$ cat src/verilog/cc_map.svh
// register offsets, field positions, reset values and timing for the current converter
`ifndef CC_MAP_SVH
`define CC_MAP_SVH

`define CC_OFS_CTRL_A      4'h0
`define CC_OFS_CTRL_B      4'h1
`define CC_OFS_CHG_THR     4'h2
`define CC_OFS_DIS_THR     4'h3
`define CC_OFS_INST_LO     4'h4
`define CC_OFS_INST_HI     4'h5
`define CC_OFS_ACC_B0      4'h6
`define CC_OFS_ACC_B1      4'h7
`define CC_OFS_ACC_B2      4'h8
`define CC_OFS_ACC_B3      4'h9

`define CC_A_EN            7
`define CC_A_BUSY          5
`define CC_A_AS_HI         4
`define CC_A_AS_LO         3
`define CC_A_SI_HI         2
`define CC_A_SI_LO         1
`define CC_A_SE            0

`define CC_B_ACC_IE        6
`define CC_B_REG_IE        5
`define CC_B_INST_IE       4
`define CC_B_ACC_IF        2
`define CC_B_REG_IF        1
`define CC_B_INST_IF       0

`define CC_RST_CTRL_A      8'h00
`define CC_RST_CTRL_B      8'h00
`define CC_RST_THR         8'h00

`define CC_CLK_NS          10
`define CC_TICK_NS         1000
`define CC_INST_US         3900
`define CC_SAMPLE_US       16000
`define CC_ACC_BASE_US     125000
`define CC_SI_BASE_US      250000

`endif

$ cat src/verilog/cc_pkg.sv
// types shared by the current converter control
package cc_pkg;

  typedef enum logic [1:0] {
    CC_OFF    = 2'h0,
    CC_SAMPLE = 2'h1,
    CC_PAUSE  = 2'h3,
    CC_CONT   = 2'h2
  } cc_state_t;

  typedef enum logic [2:0] {
    CC_PM_ACTIVE = 3'h0,
    CC_PM_IDLE   = 3'h1,
    CC_PM_SAVE   = 3'h2,
    CC_PM_DOWN   = 3'h3,
    CC_PM_OFF    = 3'h4
  } cc_pmode_t;

endpackage : cc_pkg

$ cat src/verilog/cc_ctrl.sv
// current converter control: decimation, detection mode, flags and registers
//
// Chosen here: the strobed register port and the register addresses.
`timescale 1ns/1ps
`include "cc_map.svh"

module cc_ctrl #(
  parameter int TICK_CYCLES  = `CC_TICK_NS / `CC_CLK_NS,
  parameter int INST_TICKS   = `CC_INST_US * 1000 / `CC_TICK_NS,
  parameter int SAMPLE_TICKS = `CC_SAMPLE_US * 1000 / `CC_TICK_NS,
  parameter int ACC_TICKS    = `CC_ACC_BASE_US * 1000 / `CC_TICK_NS,
  parameter int SI_TICKS     = `CC_SI_BASE_US * 1000 / `CC_TICK_NS
) (
  input  wire logic       clk,
  input  wire logic       arst_n,
  input  wire logic [3:0] addr,
  input  wire logic [7:0] wdata,
  input  wire logic       wr,
  input  wire logic       rd,
  output logic      [7:0] rdata,
  input  wire logic [2:0] pwr_mode,
  input  wire logic       global_irq_en,
  input  wire logic       ack_accumulate,
  input  wire logic       ack_regular,
  input  wire logic       ack_instant,
  output logic            irq_accumulate,
  output logic            irq_regular,
  output logic            irq_instant,
  input  wire logic       mod_bit,
  output logic            mod_power
);

  localparam int CW = 22;

  typedef struct packed {
    cc_pkg::cc_state_t st;
    logic [7:0]        ctl_sh;
    logic              abort_sh;
    logic [7:0]        ctl;
    logic [7:0]        chg_sh;
    logic [7:0]        chg;
    logic [7:0]        dis_sh;
    logic [7:0]        dis;
    logic [2:0]        pend;
    logic [2:0]        ie;
    logic [2:0]        flg;
    logic [6:0]        div;
    logic [CW-1:0]     tcnt;
    logic [CW-1:0]     acnt;
    logic [15:0]       isum;
    logic [31:0]       asum;
    logic [15:0]       inst_lat;
    logic [15:0]       inst_vis;
    logic [31:0]       acc_lat;
    logic [31:0]       acc_vis;
    logic              frz_i;
    logic              frz_a;
    logic [2:0]        sync;
    logic              mod_q;
    logic [7:0]        rdata;
    logic              pwr;
  } cc_ctrl_state_t;

  cc_ctrl_state_t s_r;
  cc_ctrl_state_t s_nxt;

  function automatic logic hit(input logic [3:0] a, input logic [3:0] ofs);
    hit = (a == ofs);
  endfunction : hit

  logic          tick;
  logic          run;
  logic          inst_done;
  logic          acc_done;
  logic [15:0]   step16;
  logic [31:0]   step32;
  logic [15:0]   inst_new;
  logic [31:0]   acc_new;
  logic [CW-1:0] acc_len;
  logic [CW-1:0] int_len;
  logic          reg_hit;
  logic [15:0]   mag;
  logic [2:0]    flg_set;
  logic [2:0]    flg_clr;
  logic          wr_b;

  always_comb begin
    s_nxt     = s_r;
    inst_done = 1'b0;
    acc_done  = 1'b0;
    reg_hit   = 1'b0;
    mag       = 16'h0000;
    tick      = (s_r.div == 7'(TICK_CYCLES - 1));
    s_nxt.div = tick ? 7'h00 : s_r.div + 7'h01;
    // modulator pin: three stages, a change counts once the last two agree
    s_nxt.sync = {s_r.sync[1:0], mod_bit};
    if (s_r.sync[1] == s_r.sync[2]) begin
      s_nxt.mod_q = s_r.sync[2];
    end
    step16   = s_r.mod_q ? 16'h0001 : 16'hffff;
    step32   = s_r.mod_q ? 32'h00000001 : 32'hffffffff;
    inst_new = s_r.isum + step16;
    acc_new  = s_r.asum + step32;
    acc_len  = CW'(ACC_TICKS) << s_r.ctl[`CC_A_AS_HI:`CC_A_AS_LO];
    int_len  = CW'(SI_TICKS) << s_r.ctl[`CC_A_SI_HI:`CC_A_SI_LO];
    run      = s_r.ctl[`CC_A_EN]
               && (pwr_mode != cc_pkg::CC_PM_DOWN)
               && (pwr_mode != cc_pkg::CC_PM_OFF);

    // bus writes; synchronised registers refuse a write while still crossing
    if (wr && hit(addr, `CC_OFS_CTRL_A) && !s_r.pend[0]) begin
      s_nxt.ctl_sh   = wdata & 8'hbf;
      s_nxt.abort_sh = wdata[`CC_A_SE];
      s_nxt.pend[0]  = 1'b1;
    end
    if (wr && hit(addr, `CC_OFS_CHG_THR) && !s_r.pend[1]) begin
      s_nxt.chg_sh  = wdata;
      s_nxt.pend[1] = 1'b1;
    end
    if (wr && hit(addr, `CC_OFS_DIS_THR) && !s_r.pend[2]) begin
      s_nxt.dis_sh  = wdata;
      s_nxt.pend[2] = 1'b1;
    end
    wr_b = wr && hit(addr, `CC_OFS_CTRL_B);
    if (wr_b) begin
      s_nxt.ie = {wdata[`CC_B_ACC_IE], wdata[`CC_B_REG_IE], wdata[`CC_B_INST_IE]};
    end

    // converter timing, advanced once per tick
    if (tick) begin
      if (!run) begin
        s_nxt.st   = cc_pkg::CC_OFF;
        s_nxt.tcnt = '0;
        s_nxt.acnt = '0;
        s_nxt.isum = 16'h0000;
        s_nxt.asum = 32'h00000000;
      end else begin
        case (s_r.st)
          cc_pkg::CC_OFF: begin
            s_nxt.st = s_r.ctl[`CC_A_SE] ? cc_pkg::CC_SAMPLE : cc_pkg::CC_CONT;
          end
          cc_pkg::CC_CONT: begin
            s_nxt.tcnt = s_r.tcnt + CW'(1);
            s_nxt.acnt = s_r.acnt + CW'(1);
            s_nxt.isum = inst_new;
            s_nxt.asum = acc_new;
            if (s_r.tcnt == CW'(INST_TICKS - 1)) begin
              inst_done  = 1'b1;
              s_nxt.tcnt = '0;
              s_nxt.isum = 16'h0000;
            end
            // a period shortened mid-count ends at once rather than waiting for a wrap
            if (s_r.acnt >= acc_len - CW'(1)) begin
              acc_done   = 1'b1;
              s_nxt.acnt = '0;
              s_nxt.asum = 32'h00000000;
            end
            if (s_r.ctl[`CC_A_SE]) begin
              s_nxt.st   = cc_pkg::CC_SAMPLE;
              s_nxt.tcnt = '0;
              s_nxt.isum = 16'h0000;
            end
          end
          cc_pkg::CC_SAMPLE: begin
            s_nxt.tcnt = s_r.tcnt + CW'(1);
            s_nxt.isum = inst_new;
            if (s_r.tcnt == CW'(SAMPLE_TICKS - 1)) begin
              inst_done  = 1'b1;
              s_nxt.st   = cc_pkg::CC_PAUSE;
              s_nxt.tcnt = '0;
              s_nxt.isum = 16'h0000;
            end
            if (!s_r.ctl[`CC_A_SE]) begin
              s_nxt.st   = cc_pkg::CC_CONT;
              s_nxt.tcnt = '0;
              s_nxt.isum = 16'h0000;
            end
          end
          cc_pkg::CC_PAUSE: begin
            s_nxt.tcnt = s_r.tcnt + CW'(1);
            if (s_r.tcnt >= int_len - CW'(1)) begin
              s_nxt.st   = cc_pkg::CC_SAMPLE;
              s_nxt.tcnt = '0;
            end
            if (!s_r.ctl[`CC_A_SE]) begin
              s_nxt.st   = cc_pkg::CC_CONT;
              s_nxt.tcnt = '0;
            end
          end
          default: begin
            s_nxt.st = cc_pkg::CC_OFF;
          end
        endcase
      end
      // pending writes land in converter timing on the tick
      if (s_r.pend[0]) begin
        s_nxt.ctl      = s_r.ctl_sh;
        s_nxt.abort_sh = 1'b0;
        if (s_r.abort_sh && s_r.ctl_sh[`CC_A_EN] && (pwr_mode != cc_pkg::CC_PM_DOWN)
            && (pwr_mode != cc_pkg::CC_PM_OFF)) begin
          s_nxt.st   = cc_pkg::CC_SAMPLE;
          s_nxt.tcnt = '0;
          s_nxt.acnt = '0;
          s_nxt.isum = 16'h0000;
          s_nxt.asum = 32'h00000000;
          inst_done  = 1'b0;
          acc_done   = 1'b0;
        end
      end
      if (s_r.pend[1]) begin
        s_nxt.chg = s_r.chg_sh;
      end
      if (s_r.pend[2]) begin
        s_nxt.dis = s_r.dis_sh;
      end
      s_nxt.pend = s_nxt.pend & ~s_r.pend;
    end

    // results and regular-current compare
    if (inst_done) begin
      s_nxt.inst_lat = inst_new;
      mag            = 16'h0000 - inst_new;
      reg_hit        = inst_new[15] ? (mag >= {8'h00, s_r.dis})
                                    : (inst_new >= {8'h00, s_r.chg});
    end
    if (acc_done) begin
      s_nxt.acc_lat = acc_new;
    end
    // the low-byte read already holds the value, so all bytes match
    if (!s_r.frz_i && !(rd && hit(addr, `CC_OFS_INST_LO))) begin
      s_nxt.inst_vis = s_nxt.inst_lat;
    end
    if (!s_r.frz_a && !(rd && hit(addr, `CC_OFS_ACC_B0))) begin
      s_nxt.acc_vis = s_nxt.acc_lat;
    end

    // flags: an event in the clearing cycle wins
    flg_set   = {acc_done, reg_hit, inst_done};
    flg_clr   = {ack_accumulate, ack_regular, ack_instant}
                | (wr_b ? {wdata[`CC_B_ACC_IF], wdata[`CC_B_REG_IF], wdata[`CC_B_INST_IF]} : 3'b000);
    s_nxt.flg = (s_r.flg & ~flg_clr) | flg_set;

    // reads: data in the next cycle, byte reads steer the freeze
    s_nxt.rdata = 8'h00;
    if (rd) begin
      case (addr)
        `CC_OFS_CTRL_A:  s_nxt.rdata = {s_r.ctl_sh[7], 1'b0, |s_r.pend, s_r.ctl_sh[4:0]};
        `CC_OFS_CTRL_B:  s_nxt.rdata = {1'b0, s_r.ie, 1'b0, s_r.flg};
        `CC_OFS_CHG_THR: s_nxt.rdata = s_r.chg_sh;
        `CC_OFS_DIS_THR: s_nxt.rdata = s_r.dis_sh;
        `CC_OFS_INST_LO: s_nxt.rdata = s_r.inst_vis[7:0];
        `CC_OFS_INST_HI: s_nxt.rdata = s_r.inst_vis[15:8];
        `CC_OFS_ACC_B0:  s_nxt.rdata = s_r.acc_vis[7:0];
        `CC_OFS_ACC_B1:  s_nxt.rdata = s_r.acc_vis[15:8];
        `CC_OFS_ACC_B2:  s_nxt.rdata = s_r.acc_vis[23:16];
        `CC_OFS_ACC_B3:  s_nxt.rdata = s_r.acc_vis[31:24];
        default:         s_nxt.rdata = 8'h00;
      endcase
      if (hit(addr, `CC_OFS_INST_LO)) begin
        s_nxt.frz_i = 1'b1;
      end
      if (hit(addr, `CC_OFS_INST_HI)) begin
        s_nxt.frz_i = 1'b0;
      end
      if (hit(addr, `CC_OFS_ACC_B0)) begin
        s_nxt.frz_a = 1'b1;
      end
      if (hit(addr, `CC_OFS_ACC_B3)) begin
        s_nxt.frz_a = 1'b0;
      end
    end
    s_nxt.pwr = (s_nxt.st == cc_pkg::CC_CONT) || (s_nxt.st == cc_pkg::CC_SAMPLE);
  end

  always_ff @(posedge clk or negedge arst_n) begin
    if (!arst_n) begin
      s_r          <= '0;
      s_r.st       <= cc_pkg::CC_OFF;
      s_r.ctl_sh   <= `CC_RST_CTRL_A;
      s_r.ctl      <= `CC_RST_CTRL_A;
      s_r.chg_sh   <= `CC_RST_THR;
      s_r.chg      <= `CC_RST_THR;
      s_r.dis_sh   <= `CC_RST_THR;
      s_r.dis      <= `CC_RST_THR;
      s_r.ie       <= 3'b000;
      s_r.flg      <= 3'b000;
    end else begin
      s_r <= s_nxt;
    end
  end

  assign rdata          = s_r.rdata;
  assign mod_power      = s_r.pwr;
  assign irq_accumulate = s_r.flg[2] && s_r.ie[2] && global_irq_en;
  assign irq_regular    = s_r.flg[1] && s_r.ie[1] && global_irq_en;
  assign irq_instant    = s_r.flg[0] && s_r.ie[0] && global_irq_en;
endmodule : cc_ctrl

$ cat config.mk
export PLATFORM = sky130hd
export DESIGN_NAME = cc_ctrl
export DESIGN_NICKNAME = d
export VERILOG_FILES = /design/src/verilog/cc_pkg.sv /design/src/verilog/cc_ctrl.sv
export VERILOG_INCLUDE_DIRS = /design/src /design/src/verilog
export SDC_FILE = /design/constraint.sdc
export NUM_CORES = 1
export LEC_CHECK = 0
export ABC_AREA = 1
export BUFFER_PORTS_ARGS = -buffer_cell sky130_fd_sc_hd__buf_2
export CAP_MARGIN = 20
export CELL_PAD_IN_SITES_DETAIL_PLACEMENT = 1
export CELL_PAD_IN_SITES_GLOBAL_PLACEMENT = 1
export CORE_MARGIN = 2
export CORE_UTILIZATION = 52
export DETAILED_ROUTE_END_ITERATION = 8
export PLACE_DENSITY_LB_ADDON = 0.1
export SKIP_LAST_GASP = 1
export SLEW_MARGIN = 20
export SYNTH_ARGS = -nofsm -noshare
export SYNTH_HDL_FRONTEND = slang
export SYNTH_SLANG_ARGS = --single-unit
$ cat constraint.sdc
create_clock -name clk -period 7.9 [get_ports clk]
set_input_delay 1.58 -clock clk [delete_from_list [all_inputs] [get_ports clk]]
set_output_delay 1.58 -clock clk [all_outputs]
set_load 0.02 [all_outputs]
After elaboration in Yosys (flattened, before gate mapping)

Cells that the tools add are included.

Shifts and indexed selects: 2
Equal/unequal tests: 20
Multiply operators: 0
Reductions and logical operators: 40
$add $sub $neg: 8
Mux-type cells: 64
Order comparisons: 4
Bitwise gates (word level): 6
Div/mod/pow operators: 0

Operators by type and width:

| operator                                                                 | count |
|---|---|
| 92-bit two-way mux                                                       | 3 |
| 22-bit two-way mux                                                       | 8 |
| 32-bit two-way mux                                                       | 4 |
| 16-bit two-way mux                                                       | 6 |
| 8-bit one-hot mux with 10 select lines                                   | 1 |
| 22-bit one-hot mux with 3 select lines                                   | 1 |
| 22-bit by 1-bit adder with 22-bit output (second input constant)         | 2 |
| 22-bit >= comparator                                                     | 2 |
| 22-bit by 1-bit subtractor with 22-bit output (second input constant)    | 2 |
| 32-bit adder                                                             | 1 |
| 16-bit by 8-bit >= comparator with 1-bit output                          | 2 |
| 16-bit one-hot mux with 2 select lines                                   | 1 |
| 22-bit by 12-bit equality test with 1-bit output (second input constant) | 1 |
| 22-bit by 14-bit equality test with 1-bit output (second input constant) | 1 |
| 1-bit logical AND                                                        | 22 |
| 1-bit two-way mux                                                        | 22 |
| 17-bit by 2-bit << shifter with 22-bit output (first input constant)     | 1 |
| 18-bit by 2-bit << shifter with 22-bit output (first input constant)     | 1 |
| 2-bit two-way mux                                                        | 10 |
| 9-bit two-way mux                                                        | 2 |
| 16-bit adder                                                             | 1 |
| 4-bit by 3-bit equality test with 1-bit output (second input constant)   | 4 |
| 1-bit by 16-bit subtractor with 16-bit output (first input constant)     | 1 |
| 2-bit AND reduction                                                      | 5 |
| other kinds (24)                                                         | 40 |

Memories: 0
Memory bits (read-only): 0
Bits in latches: 0
Input port bits: 24
Logic and storage cells: 170
Register bits after elaboration: 268
Bits in writable memories: 0

Longest topological paths before layout

Depth after elaboration: 12
Mapped depth: 25
Gate-level depth less buffers: 25

Least setup slack after synthesis

OpenSTA, ideal clock, no wires.

Path kind: register -> register
Start point: register s_r[9] in the netlist's numbering
End point: register s_r[211] in the netlist's numbering
Cell stages (with the launch flop): 22
Data required time: 7779 ps
Path slack: 4296 ps
Library setup time: 121 ps
Data arrival time: 3484 ps
Period minus slack after synthesis: 3604 ps
Path through: dfrtp_1 -> inv_1 -> ha_1 -> a21oi_2 -> nand2_2 -> nand2_2 -> nand2_1 -> nand2_1 -> nand2_1 -> nor2_1 -> nor2_1 -> ha_1 -> a21oi_1 -> nand2_1 -> nand2_1 -> nand3_1 -> nor2_1 -> nand2_1 -> nor2_1 -> nand3_1 -> nand2_1 -> nand2_1

RTL lines:

| item                   | line           | source |
|---|---|---|
| start, declared        | cc_ctrl.sv:64  | `cc_ctrl_state_t s_r;` |
| start signal, assigned | cc_ctrl.sv:288 | `s_r <= s_nxt;` |

==> results_dict.tcl <==
set metrics [dict create \
    outcome "finished clean" \
    critPathKind "reg -> reg" \
    drt-wirelength-per-cell_um 19.7 \
    layout_common_cells "nand2_1, inv_1, dfrtp_1" \
    routed-via-count 15355 \
    grt_pass1_wl_mm 85.0 \
    report.final.setup_viol 0 \
    die_width_um 184 \
    initial_core_util_pct 53.2 \
    die_area_um2 33900 \
    cp.arrival_ns 4.58 \
    track_usage_pct 31.5 \
    grt_max_degree 180 \
    max-vdd-ir-drop_v 0.000200 \
    max_freq_mhz 242 \
    syn_to_final_growth_pct 8.64 \
    r2r_slack_ns 3.77 \
    cts_buffers 31 \
    via_per_inst 5.83 \
    min_period_over_period_pct 52.3 \
    hold_viol 0 \
    tightest_slew_ns 1.13 \
    grt_pass1_vias 16240 \
    critPathRequiredTime_ns 8.35 \
    port_buffers 35 \
    antenna_found_initial 1 \
    seq_area_frac_synth_pct 39.5 \
    cts_buffer_depth 3 \
    ant_nets 0 \
    ys_types 65 \
    async_flop_share_pct 100 \
    cts-root-buf "clkbuf_16" \
    pin_count 36 \
    layout.nets 2353 \
    grt_setup_unrepaired "no" \
    clock_latency_ns 0.60 \
    synth_cells 2198 \
    drc 0 \
    synth_area_um2 16900 \
    ys.flop_type "dfrtp_1" \
    hp-class "reg -> reg" \
    die_y_um 184 \
    slew-limit-headroom_pct 24.8 \
    ys_seq_elements 266 \
    dr.pass1.iters 5 \
    clock-sinks 266 \
    cts_tree "done" \
    antenna_cells_inserted 0 \
    yosys_warnings 0 \
    cp-start-kind "flip-flop" \
    setup_tns_ns 0 \
    crit_path_end_kind "flip-flop" \
    hpwl_mm 37.1 \
    synth_edf_count 0 \
    gp_congestion 0.919 \
    wirelength_mm 51.8 \
    layout-drive-gt1-share_pct 8.33 \
    fin_util_pct 57.8 \
    ff_latch_area_um2 6660 \
    postCtsHoldBufs 0 \
    nFillCells 3993 \
    avgSynthCellArea_um2 7.67 \
    placed_area_um2 17300 \
    layout_commonest_cell "nand2_1" \
    num_rows 65 \
    p_leak_nw 9.30 \
    multi_input_comb_area_um2 8760 \
    drt_iter0_markers 952 \
    drv_cap 0 \
    design_area_um2 18300 \
    fin_skew_ns 0.0213 \
    cellPowerDensity_nw_per_um2 183 \
    crit_fanout 51 \
    clk_pin_slew_ns 0.06 \
    coreArea_um2 31700 \
    fin_crit_ns 4.13 \
    cts_setup_buffers 0 \
    cts_max_level 1 \
    cts.repair.resized 0 \
    grt-ovfl-total 0 \
    maxSlewViolCount 0 \
]
==> Yosys cell counts, types with 8 or more instances <==
cell        n  area share, %
inv_2       8           0.18
a21oi_1   117            3.5
a22oi_1    13           0.58
buf_4      10           0.45
ha_1      119            8.8
nor2_2      9           0.33
dfrtp_1   266             39
o21ai_0   155            4.6
nor3_2      8           0.47
o21bai_1    8           0.36
xor2_1     46            2.4
buf_2      12           0.36
o21ai_2    34            1.8
clkbuf_1   39           0.87
nor2_1    132            2.9
nand3_1    76            2.3
nor3_1     23           0.68
nand2_1   588             13
inv_1     287            6.4
o21ai_1    39            1.2
a31oi_1    12           0.45
nand4_1    26           0.96
xnor2_1    11           0.57
o22ai_1    52            1.9
nor4_1     11           0.41
==> cells by family after synthesis <==
kind of cell | Yosys count | synth area share (%)
XOR/XNOR | 58 | 3.06
adder cells (fa/ha/maj) | 122 | 9.13
other | 2 | 0.0445
flip-flops | 266 | 39.5
AND/OR/NAND/NOR | 908 | 22.9
buffers and inverters | 366 | 8.64
multiplexers | 1 | 0.0668
AO/OA/AOI/OAI | 475 | 16.6
==> worst max-delay path, stage by stage, from the launching register on <==
cell and delay, ns:
dfrtp_1 0.44, inv_1 0.22, ha_1 0.27, nor2_1 0.06
ha_1 0.29, nand2_1 0.07, nor2_1 0.15, nand2_1 0.07
nand3_1 0.07, nand2_1 0.05, nand3_1 0.13, nand2_1 0.31
nor2_4 0.46, clkinv_2 0.79, nand2_1 0.30, nand2_1 0.11
nand2_1 0.09, o21ai_1 0.09
==> power breakdown <==
part | switching [mW] | leakage, nW | internal, mW
Sequential | 0.0106 | 3.18 | 1.37
Combinational | 0.376 | 5.62 | 0.147
Clock | 0.625 | 0.494 | 0.827
Total | 1.01 | 9.30 | 2.35
==> final timing paths <==
kind	startpoint	to	depth (start not counted)
worst max-delay path	s_r[255]	s_r[23]	17
worst max register to register	s_r[255]	s_r[23]	17
min in group asynchronous	arst_n	s_r[136]	1
max in group asynchronous	arst_n	s_r[18]	2
worst min register to register	s_nxt[11]	s_nxt[12]	0
worst min-delay path	s_nxt[11]	s_nxt[12]	0
==> through the flow <==
step	power [mW]	cells	worst slack, ns	hold WS, ns
2_1_floorplan	1.75	2201	4.30	0.331
3_3_place_gp	1.90	2577	3.49	0.346
3_5_place_dp	1.92	2577	3.31	0.336
4_1_cts	3.37	2635	3.80	0.367
5_1_grt	3.49	2635	3.39	0.373
6_report	3.36	2635	3.77	0.366
==> routing by layer <==
metal	vias up	track usage (%)	routed length, µm
met4	2	9.31	1450
met1	7673	41.4	23100
met3	95	5.07	2480
met5	-	0	10
li1	7261	-	-
met2	324	53.6	24800
==> cell type report <==
type                    count  share of cell area (%)
well taps                 402                    2.75
flip-flops and latches    266                    36.3
inverters                 297                    6.10
clock inverters            13                   0.669
multi-input cells        1569                    47.8
clock buffers              45                    4.90
repair buffers             43                    1.41
==> flip-flops by register name, summed over array words and instances, names as in the netlist <==
| name | cells |
|---|---|
| s_r | 255 |
| rdata | 8 |
| mod_power | 1 |
| s_nxt | 2 |
(Power assumes the default switching activity.)
